### config.mk
export PLATFORM = sky130hd
export DESIGN_NAME = cdcfg_regs
export DESIGN_NICKNAME = d
export VERILOG_FILES = /design/src/core/cdcfg_pkg.sv /design/src/core/cdcfg_regs.sv
export SDC_FILE = /design/constraint.sdc
export NUM_CORES = 1
export LEC_CHECK = 0
export ABC_AREA = 1
export BUFFER_PORTS_ARGS = -buffer_cell sky130_fd_sc_hd__buf_2
export CAP_MARGIN = 10
export CORE_ASPECT_RATIO = 1.75
export CORE_UTILIZATION = 39
export CTS_CLUSTER_SIZE = 16
export DETAILED_ROUTE_END_ITERATION = 6
export PLACE_DENSITY_LB_ADDON = 0.15
export SLEW_MARGIN = 20
export SYNTH_ARGS = -nofsm -noshare
export SYNTH_HDL_FRONTEND = slang
export SYNTH_SLANG_ARGS = --single-unit
### constraint.sdc
create_clock -name pclk -period 3.1 [get_ports pclk]
set_clock_uncertainty 0.05 [all_clocks]
set_input_delay 0.62 -clock pclk [delete_from_list [all_inputs] [get_ports pclk]]
set_output_delay 0.62 -clock pclk [all_outputs]
set_load 0.02 [all_outputs]
### src/core/cdcfg_pkg.sv
// cdcfg_pkg: offsets, field positions, reset values and decode tables
// for the codec dsp configuration register bank.
// assumes a 32-bit apb slave with one register per aligned word.
package cdcfg_pkg;

  // register indices as printed; byte address is index times four
  localparam logic [7:0] CDCFG_IDX_CLK2 = 8'hC1; // clock_setting_two
  localparam logic [7:0] CDCFG_IDX_SFMT = 8'hC2; // serial_format_jump_setup
  localparam logic [7:0] CDCFG_IDX_DLYF = 8'hC3; // delay_ram_port_format
  localparam logic [7:0] CDCFG_IDX_DRAM = 8'hC4; // data_ram_coef_setup
  localparam logic [7:0] CDCFG_IDX_ACCL = 8'hC5; // accelerator_setup
  localparam logic [7:0] CDCFG_IDX_DEMF = 8'hC6; // deemph_input_format
  localparam logic [7:0] CDCFG_IDX_DOUT = 8'hC7; // dsp_output_format
  // extra status word holding derived decode results
  localparam logic [7:0] CDCFG_IDX_STAT = 8'hC8;
  localparam logic [9:0] CDCFG_ADDR_W   = 10'h000;

  // reset values
  localparam logic [7:0] CDCFG_RST_VAL  = 8'h00;

  // bits that always read zero (reserved "0" positions)
  localparam logic [7:0] CDCFG_MASK_DRAM = 8'hFB;
  localparam logic [7:0] CDCFG_MASK_DEMF = 8'hF7;
  localparam logic [7:0] CDCFG_MASK_DOUT = 8'hF7;

  // field positions, clock_setting_two
  localparam int CDCFG_P_JX2   = 7;
  localparam int CDCFG_P_HALF  = 6;
  localparam int CDCFG_P_RATIO = 4;
  localparam int CDCFG_P_CLKOUT_FREQ_SEL  = 1;
  localparam int CDCFG_P_CKRN  = 0;
  // serial_format_jump_setup
  localparam int CDCFG_P_TDM   = 7;
  localparam int CDCFG_P_BITCLK_EDGE_POLARITY  = 6;
  localparam int CDCFG_P_FRM   = 4;
  localparam int CDCFG_P_TSRC  = 2;
  localparam int CDCFG_P_JX1   = 1;
  localparam int CDCFG_P_JX0   = 0;
  // delay_ram_port_format
  localparam int CDCFG_P_DSP_IN2_FORMAT  = 6;
  localparam int CDCFG_P_DSP_OUT2_FORMAT  = 4;
  localparam int CDCFG_P_BANK  = 0;
  // data_ram_coef_setup
  localparam int CDCFG_P_DATA_RAM_SIZE_SEL  = 6;
  localparam int CDCFG_P_DADR  = 4;
  localparam int CDCFG_P_PTR0  = 3;
  localparam int CDCFG_P_WAVE  = 0;
  // accelerator_setup
  localparam int CDCFG_P_ACLR  = 7;
  localparam int CDCFG_P_JX3   = 6;
  localparam int CDCFG_P_FIR1  = 5;
  localparam int CDCFG_P_FIR2  = 4;
  localparam int CDCFG_P_SUB1  = 3;
  localparam int CDCFG_P_SUB2  = 2;
  localparam int CDCFG_P_MDIV  = 0;
  // deemph_input_format / dsp_output_format
  localparam int CDCFG_P_DEM   = 6;
  localparam int CDCFG_P_DAC_IN_FORMAT = 4;
  localparam int CDCFG_P_F3    = 0;
  localparam int CDCFG_P_DSP_OUT4_FORMAT  = 6;
  localparam int CDCFG_P_DSP_OUT3_FORMAT  = 4;

  // sizes and counts
  localparam logic [13:0] CDCFG_DLY_TOTAL = 14'h2000; // 8192 words
  localparam logic [13:0] CDCFG_DLY_STEP  = 14'h0400; // 1024 words
  localparam logic [3:0]  CDCFG_BANK_MAX  = 4'h8;
  localparam logic [11:0] CDCFG_DRAM_STEP = 12'h200;  // 512 words
  localparam logic [11:0] CDCFG_DRAM_TOT  = 12'h800;  // 2048 words
  localparam logic [11:0] CDCFG_ACC_TOT   = 12'h800;  // 2048 words
  localparam logic [2:0]  CDCFG_DFS_48K   = 3'h5;
  localparam logic [10:0] CDCFG_ACC_WORDS = 11'h7FF;  // clear sweep top

  // encodings
  typedef enum logic [1:0] {
    CDCFG_R64 = 2'b00, CDCFG_R48 = 2'b01, CDCFG_R32 = 2'b10, CDCFG_R256 = 2'b11
  } cdcfg_ratio_t;
  typedef enum logic [1:0] {
    CDCFG_FSTD = 2'b00, CDCFG_FI2S = 2'b01,
    CDCFG_FPCMS = 2'b10, CDCFG_FPCML = 2'b11
  } cdcfg_frame_t;
  typedef enum logic [2:0] {
    CDCFG_MSB24 = 3'h0, CDCFG_LSB24 = 3'h1, CDCFG_LSB20 = 3'h2,
    CDCFG_LSB16 = 3'h3, CDCFG_MULAW = 3'h4, CDCFG_ALAW  = 3'h5,
    CDCFG_FBAD  = 3'h6
  } cdcfg_fmt_t;
  typedef enum logic [2:0] {
    CDCFG_CK12M = 3'h0, CDCFG_CK6M = 3'h1, CDCFG_CK3M = 3'h2,
    CDCFG_CK8M  = 3'h3, CDCFG_CK4M = 3'h4, CDCFG_CK2M = 3'h5,
    CDCFG_CK256 = 3'h6, CDCFG_CKSRC = 3'h7
  } cdcfg_clock_output_pin_t;

  // clock generator controls
  typedef struct packed {
    logic         clock_reset_n;       // 0 holds generator in reset
    cdcfg_ratio_t bitclk_ratio_sel;
    logic [8:0]   bitclk_per_frame;    // 64, 48, 32 or 256
    logic         bitclk_irregular;    // 48 per frame, four rate codes
    logic         frame_clock_half_rate;
    cdcfg_clock_output_pin_t  clkout_freq_sel;
    logic         clkout_pass_source;  // crystal_input or bit_clock
    logic         bitclk_edge_polarity; // 1 rising, 0 falling
    logic         tdm_enable;
  } cdcfg_clk_t;

  // serial port formats
  typedef struct packed {
    cdcfg_frame_t frame_format_sel;
    logic [1:0]   tdm_source_sel;
    logic         tdm_source_bad;
    logic         din3_from_conv;     // dsp input 3 from converter
    logic         din4_from_conv;     // dsp input 4 from converter
    cdcfg_fmt_t   dsp_in1_format;
    cdcfg_fmt_t   dsp_in2_format;
    cdcfg_fmt_t   dsp_out1_format;
    cdcfg_fmt_t   dsp_out2_format;
    cdcfg_fmt_t   dsp_out3_format;
    cdcfg_fmt_t   dsp_out4_format;
    cdcfg_fmt_t   dac_in_format;
  } cdcfg_fmt_bus_t;

  // memory and accelerator controls
  typedef struct packed {
    logic [13:0] dly_linear_words;
    logic [13:0] dly_ring_words;
    logic        dly_bank_bad;
    logic [11:0] dram_bank1_words;
    logic [11:0] dram_bank0_words;
    logic        dram_size_bad;
    logic        dram_bank1_linear;
    logic        dram_bank0_linear;
    logic        dly_ptr0_offset;
    logic [8:0]  coef_ram_words;      // 33, 65, 129, 257
    logic [10:0] fft_points;          // 128 .. 1024
    logic        accel_ch1_filter_type;
    logic        accel_ch2_filter_type;
    logic        accel_ch1_band_mode;
    logic        accel_ch2_band_mode;
    logic [11:0] accel_ch1_words;
    logic [11:0] accel_ch2_words;
    logic [1:0]  deemphasis_sel;      // 0 off, 48k, 44.1k, 32k
    logic        deemphasis_on;
  } cdcfg_mem_t;

  // jump pin routing
  typedef struct packed {
    logic [3:0] jump_enable;          // jumps 3..0 armed
    logic       pin14_out_en;         // serial out 3 drives pin
    logic       pin15_out_en;         // serial out 2 drives pin
  } cdcfg_jump_t;

  // all module state
  typedef struct packed {
    logic [7:0]  clk2;
    logic [7:0]  sfmt;
    logic [7:0]  dlyf;
    logic [7:0]  dram;
    logic [7:0]  accl;
    logic [7:0]  demf;
    logic [7:0]  dout;
    logic        clr_busy;            // zero fill in progress
    logic [10:0] clr_addr;
    logic        ckrst_d;             // last clock reset level
    logic        pslverr;
    logic [31:0] prdata;
  } cdcfg_state_t;

  // widen a two-bit format code to the common three-bit encoding
  function automatic cdcfg_fmt_t cdcfg_fmt2(input logic [1:0] c);
    return cdcfg_fmt_t'({1'b0, c});
  endfunction

  // three-bit format code; 110 and 111 fold to the invalid marker
  function automatic cdcfg_fmt_t cdcfg_fmt3(input logic [2:0] c);
    return (c > 3'h5) ? CDCFG_FBAD : cdcfg_fmt_t'(c);
  endfunction

endpackage

### src/core/cdcfg_regs.sv
// cdcfg_regs: apb register bank configuring the codec dsp clocking,
// serial formats, memory partitions, accelerator and jump pins.
// assumes one pclk domain; outputs feed the dsp core and pin muxes.
//
// The APB interface to the registers was chosen for this implementation.
`timescale 1ns/1ps
module cdcfg_regs
  import cdcfg_pkg::*;
(
  input  wire logic        pclk,
  input  wire logic        presetn,
  input  wire logic        psel,
  input  wire logic        penable,
  input  wire logic        pwrite,
  input  wire logic [11:0] paddr,
  input  wire logic [31:0] pwdata,
  input  wire logic [3:0]  pstrb,
  output logic             pready,
  output logic [31:0]      prdata,
  output logic             pslverr,
  input  wire logic [2:0]  sample_rate_code,  // from clock setting one
  input  wire logic        system_reset_n,    // codec/dsp reset level
  input  wire logic        pin14_sdout3_en,   // serial out 3 enable
  input  wire logic        pin15_sdout2_en,   // serial out 2 enable
  output cdcfg_clk_t       clk_cfg,
  output cdcfg_fmt_bus_t   fmt_cfg,
  output cdcfg_mem_t       mem_cfg,
  output cdcfg_jump_t      jump_cfg,
  output logic             accel_clr_we,      // zero write strobe
  output logic [10:0]      accel_clr_addr
);

  cdcfg_state_t st_r;          // registered state
  cdcfg_state_t st_nxt;        // next state
  logic         wr_en;         // write taken this cycle
  logic         rd_en;         // read taken this cycle
  logic [7:0]   idx;           // word index of the access
  logic         hit;           // index is mapped
  logic [7:0]   rd_byte;       // byte returned
  logic [7:0]   wb;            // write byte lane 0

  // zero wait states: every access completes in its first access cycle
  assign pready = 1'b1;
  assign wr_en  = psel & penable & pwrite;
  assign rd_en  = psel & penable & ~pwrite;
  assign idx    = paddr[9:2];
  assign wb     = pwdata[7:0];
  assign hit    = (paddr[1:0] == 2'b00) && (paddr[11:10] == 2'b00) &&
                  (idx >= CDCFG_IDX_CLK2) && (idx <= CDCFG_IDX_STAT);

  // read mux over the stored bytes and the decode status word
  always_comb begin
    case (idx)
      CDCFG_IDX_CLK2: rd_byte = st_r.clk2;
      CDCFG_IDX_SFMT: rd_byte = st_r.sfmt;
      CDCFG_IDX_DLYF: rd_byte = st_r.dlyf;
      CDCFG_IDX_DRAM: rd_byte = st_r.dram;
      CDCFG_IDX_ACCL: rd_byte = st_r.accl;
      CDCFG_IDX_DEMF: rd_byte = st_r.demf;
      CDCFG_IDX_DOUT: rd_byte = st_r.dout;
      // busy, three invalid-code flags, then the irregular bit clock flag
      CDCFG_IDX_STAT: rd_byte = {3'h0, st_r.clr_busy,
                                 fmt_cfg.tdm_source_bad,
                                 mem_cfg.dram_size_bad,
                                 mem_cfg.dly_bank_bad,
                                 clk_cfg.bitclk_irregular};
      default:        rd_byte = 8'h00;
    endcase
  end

  // next state: register writes, zero-fill sweep, read data
  always_comb begin
    st_nxt = st_r;
    st_nxt.ckrst_d = st_r.clk2[CDCFG_P_CKRN];
    // writes land only with lane 0 strobed; status word is read only
    if (wr_en && hit && pstrb[0]) begin
      case (idx)
        CDCFG_IDX_CLK2: st_nxt.clk2 = wb;
        CDCFG_IDX_SFMT: st_nxt.sfmt = wb;
        CDCFG_IDX_DLYF: st_nxt.dlyf = wb;
        CDCFG_IDX_DRAM: st_nxt.dram = wb & CDCFG_MASK_DRAM;
        CDCFG_IDX_ACCL: st_nxt.accl = wb;
        CDCFG_IDX_DEMF: st_nxt.demf = wb & CDCFG_MASK_DEMF;
        CDCFG_IDX_DOUT: st_nxt.dout = wb & CDCFG_MASK_DOUT;
        default:        st_nxt.clk2 = st_r.clk2;
      endcase
    end
    // zero fill of the accelerator coefficient ram on reset release
    if (st_r.clr_busy) begin
      if (st_r.clr_addr == CDCFG_ACC_WORDS) begin
        st_nxt.clr_busy = 1'b0;
      end else begin
        st_nxt.clr_addr = st_r.clr_addr + 11'h001;
      end
    end else if (st_r.clk2[CDCFG_P_CKRN] && !st_r.ckrst_d &&
                 !st_r.accl[CDCFG_P_ACLR]) begin
      st_nxt.clr_busy = 1'b1;
      st_nxt.clr_addr = 11'h000;
    end
    // read data not registered; the state copies stay zero and the
    // combinational zero-wait answer below returns it in the access cycle
    st_nxt.prdata  = 32'h0000_0000;
    st_nxt.pslverr = 1'b0;
  end

  // unmapped or misaligned access answers with an error
  assign pslverr = psel & penable & ~hit;
  assign prdata  = (rd_en && hit) ? {24'h000000, rd_byte} : 32'h0000_0000;

  // state register
  always_ff @(posedge pclk or negedge presetn) begin
    if (!presetn) begin
      st_r <= '0;
    end else begin
      st_r <= st_nxt;
    end
  end

  assign accel_clr_we   = st_r.clr_busy;
  assign accel_clr_addr = st_r.clr_addr;

  // clock generator decode
  always_comb begin
    clk_cfg = '0;
    clk_cfg.clock_reset_n    = st_r.clk2[CDCFG_P_CKRN];
    clk_cfg.tdm_enable       = st_r.sfmt[CDCFG_P_TDM];
    clk_cfg.bitclk_ratio_sel =
      cdcfg_ratio_t'(st_r.clk2[CDCFG_P_RATIO +: 2]);
    case (clk_cfg.bitclk_ratio_sel)
      CDCFG_R64: clk_cfg.bitclk_per_frame = 9'd64;
      CDCFG_R48: clk_cfg.bitclk_per_frame = 9'd48;
      CDCFG_R32: clk_cfg.bitclk_per_frame = 9'd32;
      default:   clk_cfg.bitclk_per_frame = 9'd256;
    endcase
    if (clk_cfg.tdm_enable) begin
      clk_cfg.bitclk_per_frame = 9'd256;
    end
    // odd rates (12/24/48/96k codes 1,3,5,6) do not divide evenly
    clk_cfg.bitclk_irregular = !clk_cfg.tdm_enable &&
      (clk_cfg.bitclk_ratio_sel == CDCFG_R48) &&
      (sample_rate_code == 3'h1 || sample_rate_code == 3'h3 ||
       sample_rate_code == 3'h5 || sample_rate_code == 3'h6);
    // half rate is ignored under tdm, which the host must not combine
    clk_cfg.frame_clock_half_rate = st_r.clk2[CDCFG_P_HALF] &&
                                    !clk_cfg.tdm_enable;
    clk_cfg.clkout_freq_sel =
      cdcfg_clock_output_pin_t'(st_r.clk2[CDCFG_P_CLKOUT_FREQ_SEL +: 3]);
    clk_cfg.clkout_pass_source = (clk_cfg.clkout_freq_sel == CDCFG_CKSRC);
    clk_cfg.bitclk_edge_polarity = st_r.sfmt[CDCFG_P_BITCLK_EDGE_POLARITY];
  end

  // serial format and tdm routing decode
  always_comb begin
    fmt_cfg = '0;
    fmt_cfg.frame_format_sel =
      cdcfg_frame_t'(st_r.sfmt[CDCFG_P_FRM +: 2]);
    fmt_cfg.tdm_source_sel = st_r.sfmt[CDCFG_P_TSRC +: 2];
    // routing only matters under tdm; code 11 flagged as invalid
    if (st_r.sfmt[CDCFG_P_TDM]) begin
      case (fmt_cfg.tdm_source_sel)
        2'b00: begin
          fmt_cfg.din3_from_conv = 1'b0;
          fmt_cfg.din4_from_conv = 1'b0;
        end
        2'b01: begin
          fmt_cfg.din3_from_conv = 1'b0;
          fmt_cfg.din4_from_conv = 1'b1;
        end
        2'b10: begin
          fmt_cfg.din3_from_conv = 1'b1;
          fmt_cfg.din4_from_conv = 1'b1;
        end
        default: fmt_cfg.tdm_source_bad = 1'b1;
      endcase
    end
    fmt_cfg.dsp_in2_format  = cdcfg_fmt2(st_r.dlyf[CDCFG_P_DSP_IN2_FORMAT +: 2]);
    fmt_cfg.dsp_out2_format = cdcfg_fmt2(st_r.dlyf[CDCFG_P_DSP_OUT2_FORMAT +: 2]);
    fmt_cfg.dac_in_format   = cdcfg_fmt2(st_r.demf[CDCFG_P_DAC_IN_FORMAT +: 2]);
    fmt_cfg.dsp_out4_format = cdcfg_fmt2(st_r.dout[CDCFG_P_DSP_OUT4_FORMAT +: 2]);
    fmt_cfg.dsp_out3_format = cdcfg_fmt2(st_r.dout[CDCFG_P_DSP_OUT3_FORMAT +: 2]);
    fmt_cfg.dsp_in1_format  = cdcfg_fmt3(st_r.demf[CDCFG_P_F3 +: 3]);
    fmt_cfg.dsp_out1_format = cdcfg_fmt3(st_r.dout[CDCFG_P_F3 +: 3]);
  end

  // memory partition and accelerator decode
  always_comb begin
    mem_cfg = '0;
    // delay ram: linear n*1024, ring the remainder of 8192
    if (st_r.dlyf[CDCFG_P_BANK +: 4] > CDCFG_BANK_MAX) begin
      mem_cfg.dly_bank_bad = 1'b1;
    end else begin
      mem_cfg.dly_linear_words =
        14'(st_r.dlyf[CDCFG_P_BANK +: 4] * CDCFG_DLY_STEP);
      mem_cfg.dly_ring_words =
        CDCFG_DLY_TOTAL - mem_cfg.dly_linear_words;
    end
    // data ram: bank1 grows by 512 per code step, bank0 the rest
    if (st_r.dram[CDCFG_P_DATA_RAM_SIZE_SEL +: 2] == 2'b11) begin
      mem_cfg.dram_size_bad = 1'b1;
    end else begin
      mem_cfg.dram_bank1_words =
        12'((st_r.dram[CDCFG_P_DATA_RAM_SIZE_SEL +: 2] + 2'b01) * CDCFG_DRAM_STEP);
      mem_cfg.dram_bank0_words =
        CDCFG_DRAM_TOT - mem_cfg.dram_bank1_words;
    end
    mem_cfg.dram_bank1_linear = st_r.dram[CDCFG_P_DADR + 1];
    mem_cfg.dram_bank0_linear = st_r.dram[CDCFG_P_DADR];
    mem_cfg.dly_ptr0_offset   = st_r.dram[CDCFG_P_PTR0];
    // coefficient words are fft points / 4 + 1
    mem_cfg.fft_points = 11'(11'd128 << st_r.dram[CDCFG_P_WAVE +: 2]);
    mem_cfg.coef_ram_words =
      9'((mem_cfg.fft_points >> 2) + 11'd1);
    mem_cfg.accel_ch1_filter_type = st_r.accl[CDCFG_P_FIR1];
    mem_cfg.accel_ch2_filter_type = st_r.accl[CDCFG_P_FIR2];
    mem_cfg.accel_ch1_band_mode   = st_r.accl[CDCFG_P_SUB1];
    mem_cfg.accel_ch2_band_mode   = st_r.accl[CDCFG_P_SUB2];
    // channel 2 takes 0, 256, 512 or 1024; channel 1 the rest
    case (st_r.accl[CDCFG_P_MDIV +: 2])
      2'b00:   mem_cfg.accel_ch2_words = 12'h000;
      2'b01:   mem_cfg.accel_ch2_words = 12'h100;
      2'b10:   mem_cfg.accel_ch2_words = 12'h200;
      default: mem_cfg.accel_ch2_words = 12'h400;
    endcase
    mem_cfg.accel_ch1_words = CDCFG_ACC_TOT - mem_cfg.accel_ch2_words;
    mem_cfg.deemphasis_sel = st_r.demf[CDCFG_P_DEM +: 2];
    mem_cfg.deemphasis_on  = (mem_cfg.deemphasis_sel != 2'b00);
  end

  // jump enables and shared pin direction
  always_comb begin
    jump_cfg.jump_enable = {st_r.accl[CDCFG_P_JX3], st_r.clk2[CDCFG_P_JX2],
                            st_r.sfmt[CDCFG_P_JX1], st_r.sfmt[CDCFG_P_JX0]};
    // a set jump 2 or 3 enable turns its shared pin to an input
    jump_cfg.pin14_out_en = !st_r.clk2[CDCFG_P_JX2] && pin14_sdout3_en;
    jump_cfg.pin15_out_en = !st_r.accl[CDCFG_P_JX3] && pin15_sdout2_en;
  end

  // a clock register write is stored by the next cycle
  property p_clk_write_held;
    @(posedge pclk) disable iff (!presetn)
      (wr_en && hit && pstrb[0] && idx == CDCFG_IDX_CLK2)
      |=> (st_r.clk2 == $past(wb));
  endproperty
  a_clk_write_held: assert property (p_clk_write_held)
    else $error("clock register write not stored");

  property p_tdm_ratio;
    @(posedge pclk) disable iff (!presetn)
      clk_cfg.tdm_enable |-> clk_cfg.bitclk_per_frame == 9'd256;
  endproperty
  a_tdm_ratio: assert property (p_tdm_ratio)
    else $error("tdm did not force 256 bit clocks");

  property p_half_rate;
    @(posedge pclk) disable iff (!presetn)
      clk_cfg.frame_clock_half_rate |-> !clk_cfg.tdm_enable;
  endproperty
  a_half_rate: assert property (p_half_rate)
    else $error("half rate active under tdm");

  property p_jump_pin;
    @(posedge pclk) disable iff (!presetn)
      jump_cfg.jump_enable[2] |-> !jump_cfg.pin14_out_en;
  endproperty
  a_jump_pin: assert property (p_jump_pin)
    else $error("jump pin still driven");

  property p_clear_start;
    @(posedge pclk) disable iff (!presetn)
      ($rose(st_r.clk2[CDCFG_P_CKRN]) && !st_r.accl[CDCFG_P_ACLR]
       && !accel_clr_we) |=> accel_clr_we && accel_clr_addr == 11'h000;
  endproperty
  a_clear_start: assert property (p_clear_start)
    else $error("coefficient clear did not start");

  property p_clear_len;
    @(posedge pclk) disable iff (!presetn)
      (accel_clr_we && accel_clr_addr == CDCFG_ACC_WORDS) |=> !accel_clr_we;
  endproperty
  a_clear_len: assert property (p_clear_len)
    else $error("coefficient clear overran");

  property p_dly_sum;
    @(posedge pclk) disable iff (!presetn)
      !mem_cfg.dly_bank_bad |->
        mem_cfg.dly_linear_words + mem_cfg.dly_ring_words == CDCFG_DLY_TOTAL;
  endproperty
  a_dly_sum: assert property (p_dly_sum)
    else $error("delay ram split does not total 8192");

  property p_coef_words;
    @(posedge pclk) disable iff (!presetn)
      st_r.dram[1:0] == 2'b11 |-> mem_cfg.coef_ram_words == 9'd257;
  endproperty
  a_coef_words: assert property (p_coef_words)
    else $error("coefficient words wrong for 1024 points");

  property p_bad_fmt;
    @(posedge pclk) disable iff (!presetn)
      st_r.dout[2:1] == 2'b11 |-> fmt_cfg.dsp_out1_format == CDCFG_FBAD;
  endproperty
  a_bad_fmt: assert property (p_bad_fmt)
    else $error("invalid format not flagged");

  property p_ratio_32;
    @(posedge pclk) disable iff (!presetn)
      (!clk_cfg.tdm_enable && clk_cfg.bitclk_ratio_sel == CDCFG_R32)
      |-> clk_cfg.bitclk_per_frame == 9'd32;
  endproperty
  a_ratio_32: assert property (p_ratio_32)
    else $error("ratio code 2 not decoded as 32");

  property p_irregular;
    @(posedge pclk) disable iff (!presetn)
      clk_cfg.bitclk_irregular |->
        clk_cfg.bitclk_ratio_sel == CDCFG_R48 && !clk_cfg.tdm_enable;
  endproperty
  a_irregular: assert property (p_irregular)
    else $error("irregular bit clock outside 48 ratio");

  property p_tdm_src_bad;
    @(posedge pclk) disable iff (!presetn)
      (st_r.sfmt[CDCFG_P_TDM] && st_r.sfmt[CDCFG_P_TSRC +: 2] == 2'b11)
      |-> fmt_cfg.tdm_source_bad && !fmt_cfg.din3_from_conv;
  endproperty
  a_tdm_src_bad: assert property (p_tdm_src_bad)
    else $error("tdm source code 3 not flagged");

  property p_dram_sum;
    @(posedge pclk) disable iff (!presetn)
      !mem_cfg.dram_size_bad |->
        mem_cfg.dram_bank1_words + mem_cfg.dram_bank0_words == CDCFG_DRAM_TOT;
  endproperty
  a_dram_sum: assert property (p_dram_sum)
    else $error("data ram split does not total 2048");

  property p_deemph_on;
    @(posedge pclk) disable iff (!presetn)
      mem_cfg.deemphasis_on == (st_r.demf[CDCFG_P_DEM +: 2] != 2'b00);
  endproperty
  a_deemph_on: assert property (p_deemph_on)
    else $error("de-emphasis enable disagrees with code");

  property p_clear_step;
    @(posedge pclk) disable iff (!presetn)
      (accel_clr_we && accel_clr_addr != CDCFG_ACC_WORDS)
      |=> accel_clr_we && accel_clr_addr == $past(accel_clr_addr) + 11'h001;
  endproperty
  a_clear_step: assert property (p_clear_step)
    else $error("coefficient clear skipped an address");

endmodule

==> flow_summary.json <==
{
  "grt_antenna_before_repair": 1,
  "path_cells": "buf_2, nand2_1, nor2_1, nand2_1, inv_2, nand2_1, nand2_1, inv_1, nand2_1, nor2_1, nor2_1, buf_2",
  "cpMostUsedCell": "nand2_1",
  "irDropWorstVdd_mv": 0.2300,
  "cts_buffer_depth": 2,
  "ant_nets": 0,
  "insertion_delay_ns": 0.33,
  "place_hpwl_mm": 11.28,
  "critical_path_class": "in2out",
  "clk_pin_slew_ns": 0.06,
  "routedWlPerCell_um": 14.70,
  "fin_nets": 883,
  "yosysSeqAreaShare_pct": 30.14,
  "drv_slew": 0,
  "worstMarginPinSlew_ns": 0.6158,
  "worst_slack_ns": 0.2792,
  "setup-tns-final_ns": 0,
  "fill_cells": 1456,
  "cts_buffers": 9,
  "power_density_nw_per_um2": 370.9,
  "syn_to_final_growth_pct": 7.193,
  "synthCells": 733,
  "max_freq_mhz": 354.5,
  "min_path_type": "in2async",
  "drive_gt1_share_pct": 26.01,
  "cp.arrival_ns": 2.15,
  "drtIter0Drc": 319,
  "numClockSinks": 66,
  "min_period_over_period_pct": 90.99,
  "drc": 0,
  "num_rows": 57,
  "synth_seq_cells": 66,
  "grt_pass1_wl_mm": 22.85,
  "cp_slowest_cell": "inv_2",
  "outcome": "completed",
  "ios": 267,
  "cp_top_family": "simple AND/OR/NAND/NOR gates",
  "synthDistinctLibCells": 40,
  "cpPeakStageDelay_ns": 0.28,
  "wirelength_mm": 14.60,
  "syn_area_um2": 5479,
  "avgSynthCellArea_um2": 7.475,
  "dieArea_um2": 14550,
  "critPathLaunchType": "primary input",
  "synth_edf_count": 0,
  "track_usage_pct": 20.55,
  "grt_overflow": 0,
  "synth_common_cells": "205 x nand2_1, 167 x buf_4, 66 x dfrtp_1, 57 x inv_1, 56 x nand4_1",
  "p_leak_nw": 3.586,
  "crit_fanout": 16,
  "core_area_um2": 13760,
  "crit_required_ns": 2.43,
  "pre_cts_slack_ns": 0.2918,
  "setup_violations": 0,
  "cts_tree": "done",
  "ys_warn_count": 0,
  "die_h_um": 158.8,
  "crit_path_end_kind": "primary output",
  "dr_total_vias": 4612,
  "postSynth.asyncResetShare_pct": 100.0,
  "yosysMostFrequentCell": "nand2_1",
  "grt_pass1_vias": 4228,
  "cts_hold_buf": 0,
  "synth_top_cells_by_area": "dfrtp_1 30%, buf_4 23%, nand2_1 14%",
  "synth_top_area_share_pct": 30.14,
  "period_needed_ns": 2.821,
  "first_pass_iters": 6,
  "max_cap_viol_count": 0,
  "grt_max_degree": 54,
  "cts.htree.levels": 3,
  "io_buffers": 134,
  "synth_area_leader_cell": "dfrtp_1",
  "hold_viol": 0,
  "cp_num_buf_inv": 4,
  "vias_per_cell": 4.645,
  "die_w_um": 91.60,
  "start_util_pct": 39.81,
  "rsz0062_at_grt": "no",
  "gp_congestion": 0.8842,
  "root_buffer": "clkbuf_16",
  "synthFlopType": "dfrtp_1",
  "slew_headroom_pct": 58.89
}
timing repair:
item / 4_1_cts / 5_1_grt
hold endpoints to repair: 0 / 0
setup buffers: 0 / 0
setup endpoints to repair: 0 / 1
gates resized for setup: 0 / 1
registers in the layout (all words and copies together) (netlist names):
name,count
clk_cfg,8
mem_cfg,9
accel_clr_we,1
jump_cfg,4
st_r,19
accel_clr_addr,11
fmt_cfg,14
stage by stage:
stage / hold slack [ns] / power, W / std cells / cell area, um^2 / utilization, %
5_1_grt: 0.2825 / 0.002254 / 993 / 5873 / 42.67
4_1_cts: 0.2499 / 0.002190 / 992 / 5868 / 42.63
3_5_place_dp: 0.4227 / 0.001123 / 977 / 5560 / 40.40
2_1_floorplan: 0.2744 / 0.001150 / 835 / 5862 / -
3_3_place_gp: 0.4076 / 0.001121 / 977 / 5560 / 40.40
6_report: 0.2384 / 0.002178 / 993 / 5873 / 42.67
path summary, 6_finish.rpt:
path | cells past startpoint | endpoint | slack, ns | startpoint
min in group pclk | 2 | st_r[46] | 0.43 | st_r[46]
hold reg to reg | 2 | st_r[46] | 0.43 | st_r[46]
hold / removal | 1 | mem_cfg[28] | 0.24 | presetn
setup reg to reg | 7 | accel_clr_addr[6] | 1.31 | accel_clr_addr[0]
setup / recovery | 12 | prdata[6] | 0.28 | paddr[2]
max in group asynchronous | 2 | st_r[71] | 2.12 | presetn
area by class of cell:
| type | instances | area [um^2] | area share, % |
|---|---|---|---|
| Antenna cell | 1 | 2.502 | 0.04261 |
| Clock buffer | 9 | 225.2 | 3.835 |
| Clock inverter | 6 | 82.58 | 1.406 |
| Inverter | 67 | 251.5 | 4.282 |
| Multi-Input combinational cell | 522 | 2648 | 45.08 |
| Sequential cell | 66 | 1652 | 28.12 |
| Tap cell | 177 | 221.5 | 3.771 |
| Timing Repair Buffer | 145 | 790.8 | 13.46 |
power breakdown:
| part | switching, W | internal [W] | leakage [nW] |
|---|---|---|---|
| Combinational | 0.000210 | 0.0000345 | 2.51 |
| Sequential | 0.00000129 | 0.000863 | 0.922 |
| Clock | 0.000375 | 0.000694 | 0.151 |
| Total | 0.000586 | 0.00159 | 3.59 |
per-layer routing:
layer	part of all wire, %	vias up	track usage (%)	wire, um
met3	5.2	17	2.634	756
met2	58	199	39.58	8466
met5	0	-	0	0
met1	35	2171	22.23	5152
li1	-	2225	-	-
met4	1.5	0	7.431	225
cells by family (layout without fill, tap and decap cells):
group           Yosys count  count (layout)  synth area share [%]
buf+inv                 247             227                 28.57
simple gates            381             381                 35.35
other cells               2             105                0.1371
fa+ha+maj                13              13                 2.969
compound gates           20              20                 2.192
xor+xnor                  4               4                0.6395
flops                    66              66                 30.14
worst register-to-register path: cells and delay by family (launching register included):
family,cells,cell delay (ns)
AO/OA/AOI/OAI,1,0.21
adder cells (fa/ha/maj),1,0.20
AND/OR/NAND/NOR,5,0.85
flip-flops,1,0.40
cells in the final DEF, fill, tap and decap left out, types with 3 or more instances in the layout:
cell type    n
a21oi_1      3
buf_4        8
nor2_4       4
o21ai_0      9
clkbuf_16    9
nor2_1      46
nand3_1     25
buf_12       3
nand2_1    205
nor3_1       6
or2_2        3
nand4_1     56
nand2_2     11
clkinv_2     3
conb_1     104
inv_1       56
inv_2       11
nor2_2       4
nand4_4      7
buf_2      134
dfrtp_1     66
ha_1        13
xor2_1       3
No activity file was read; power rests on OpenSTA's default activity.
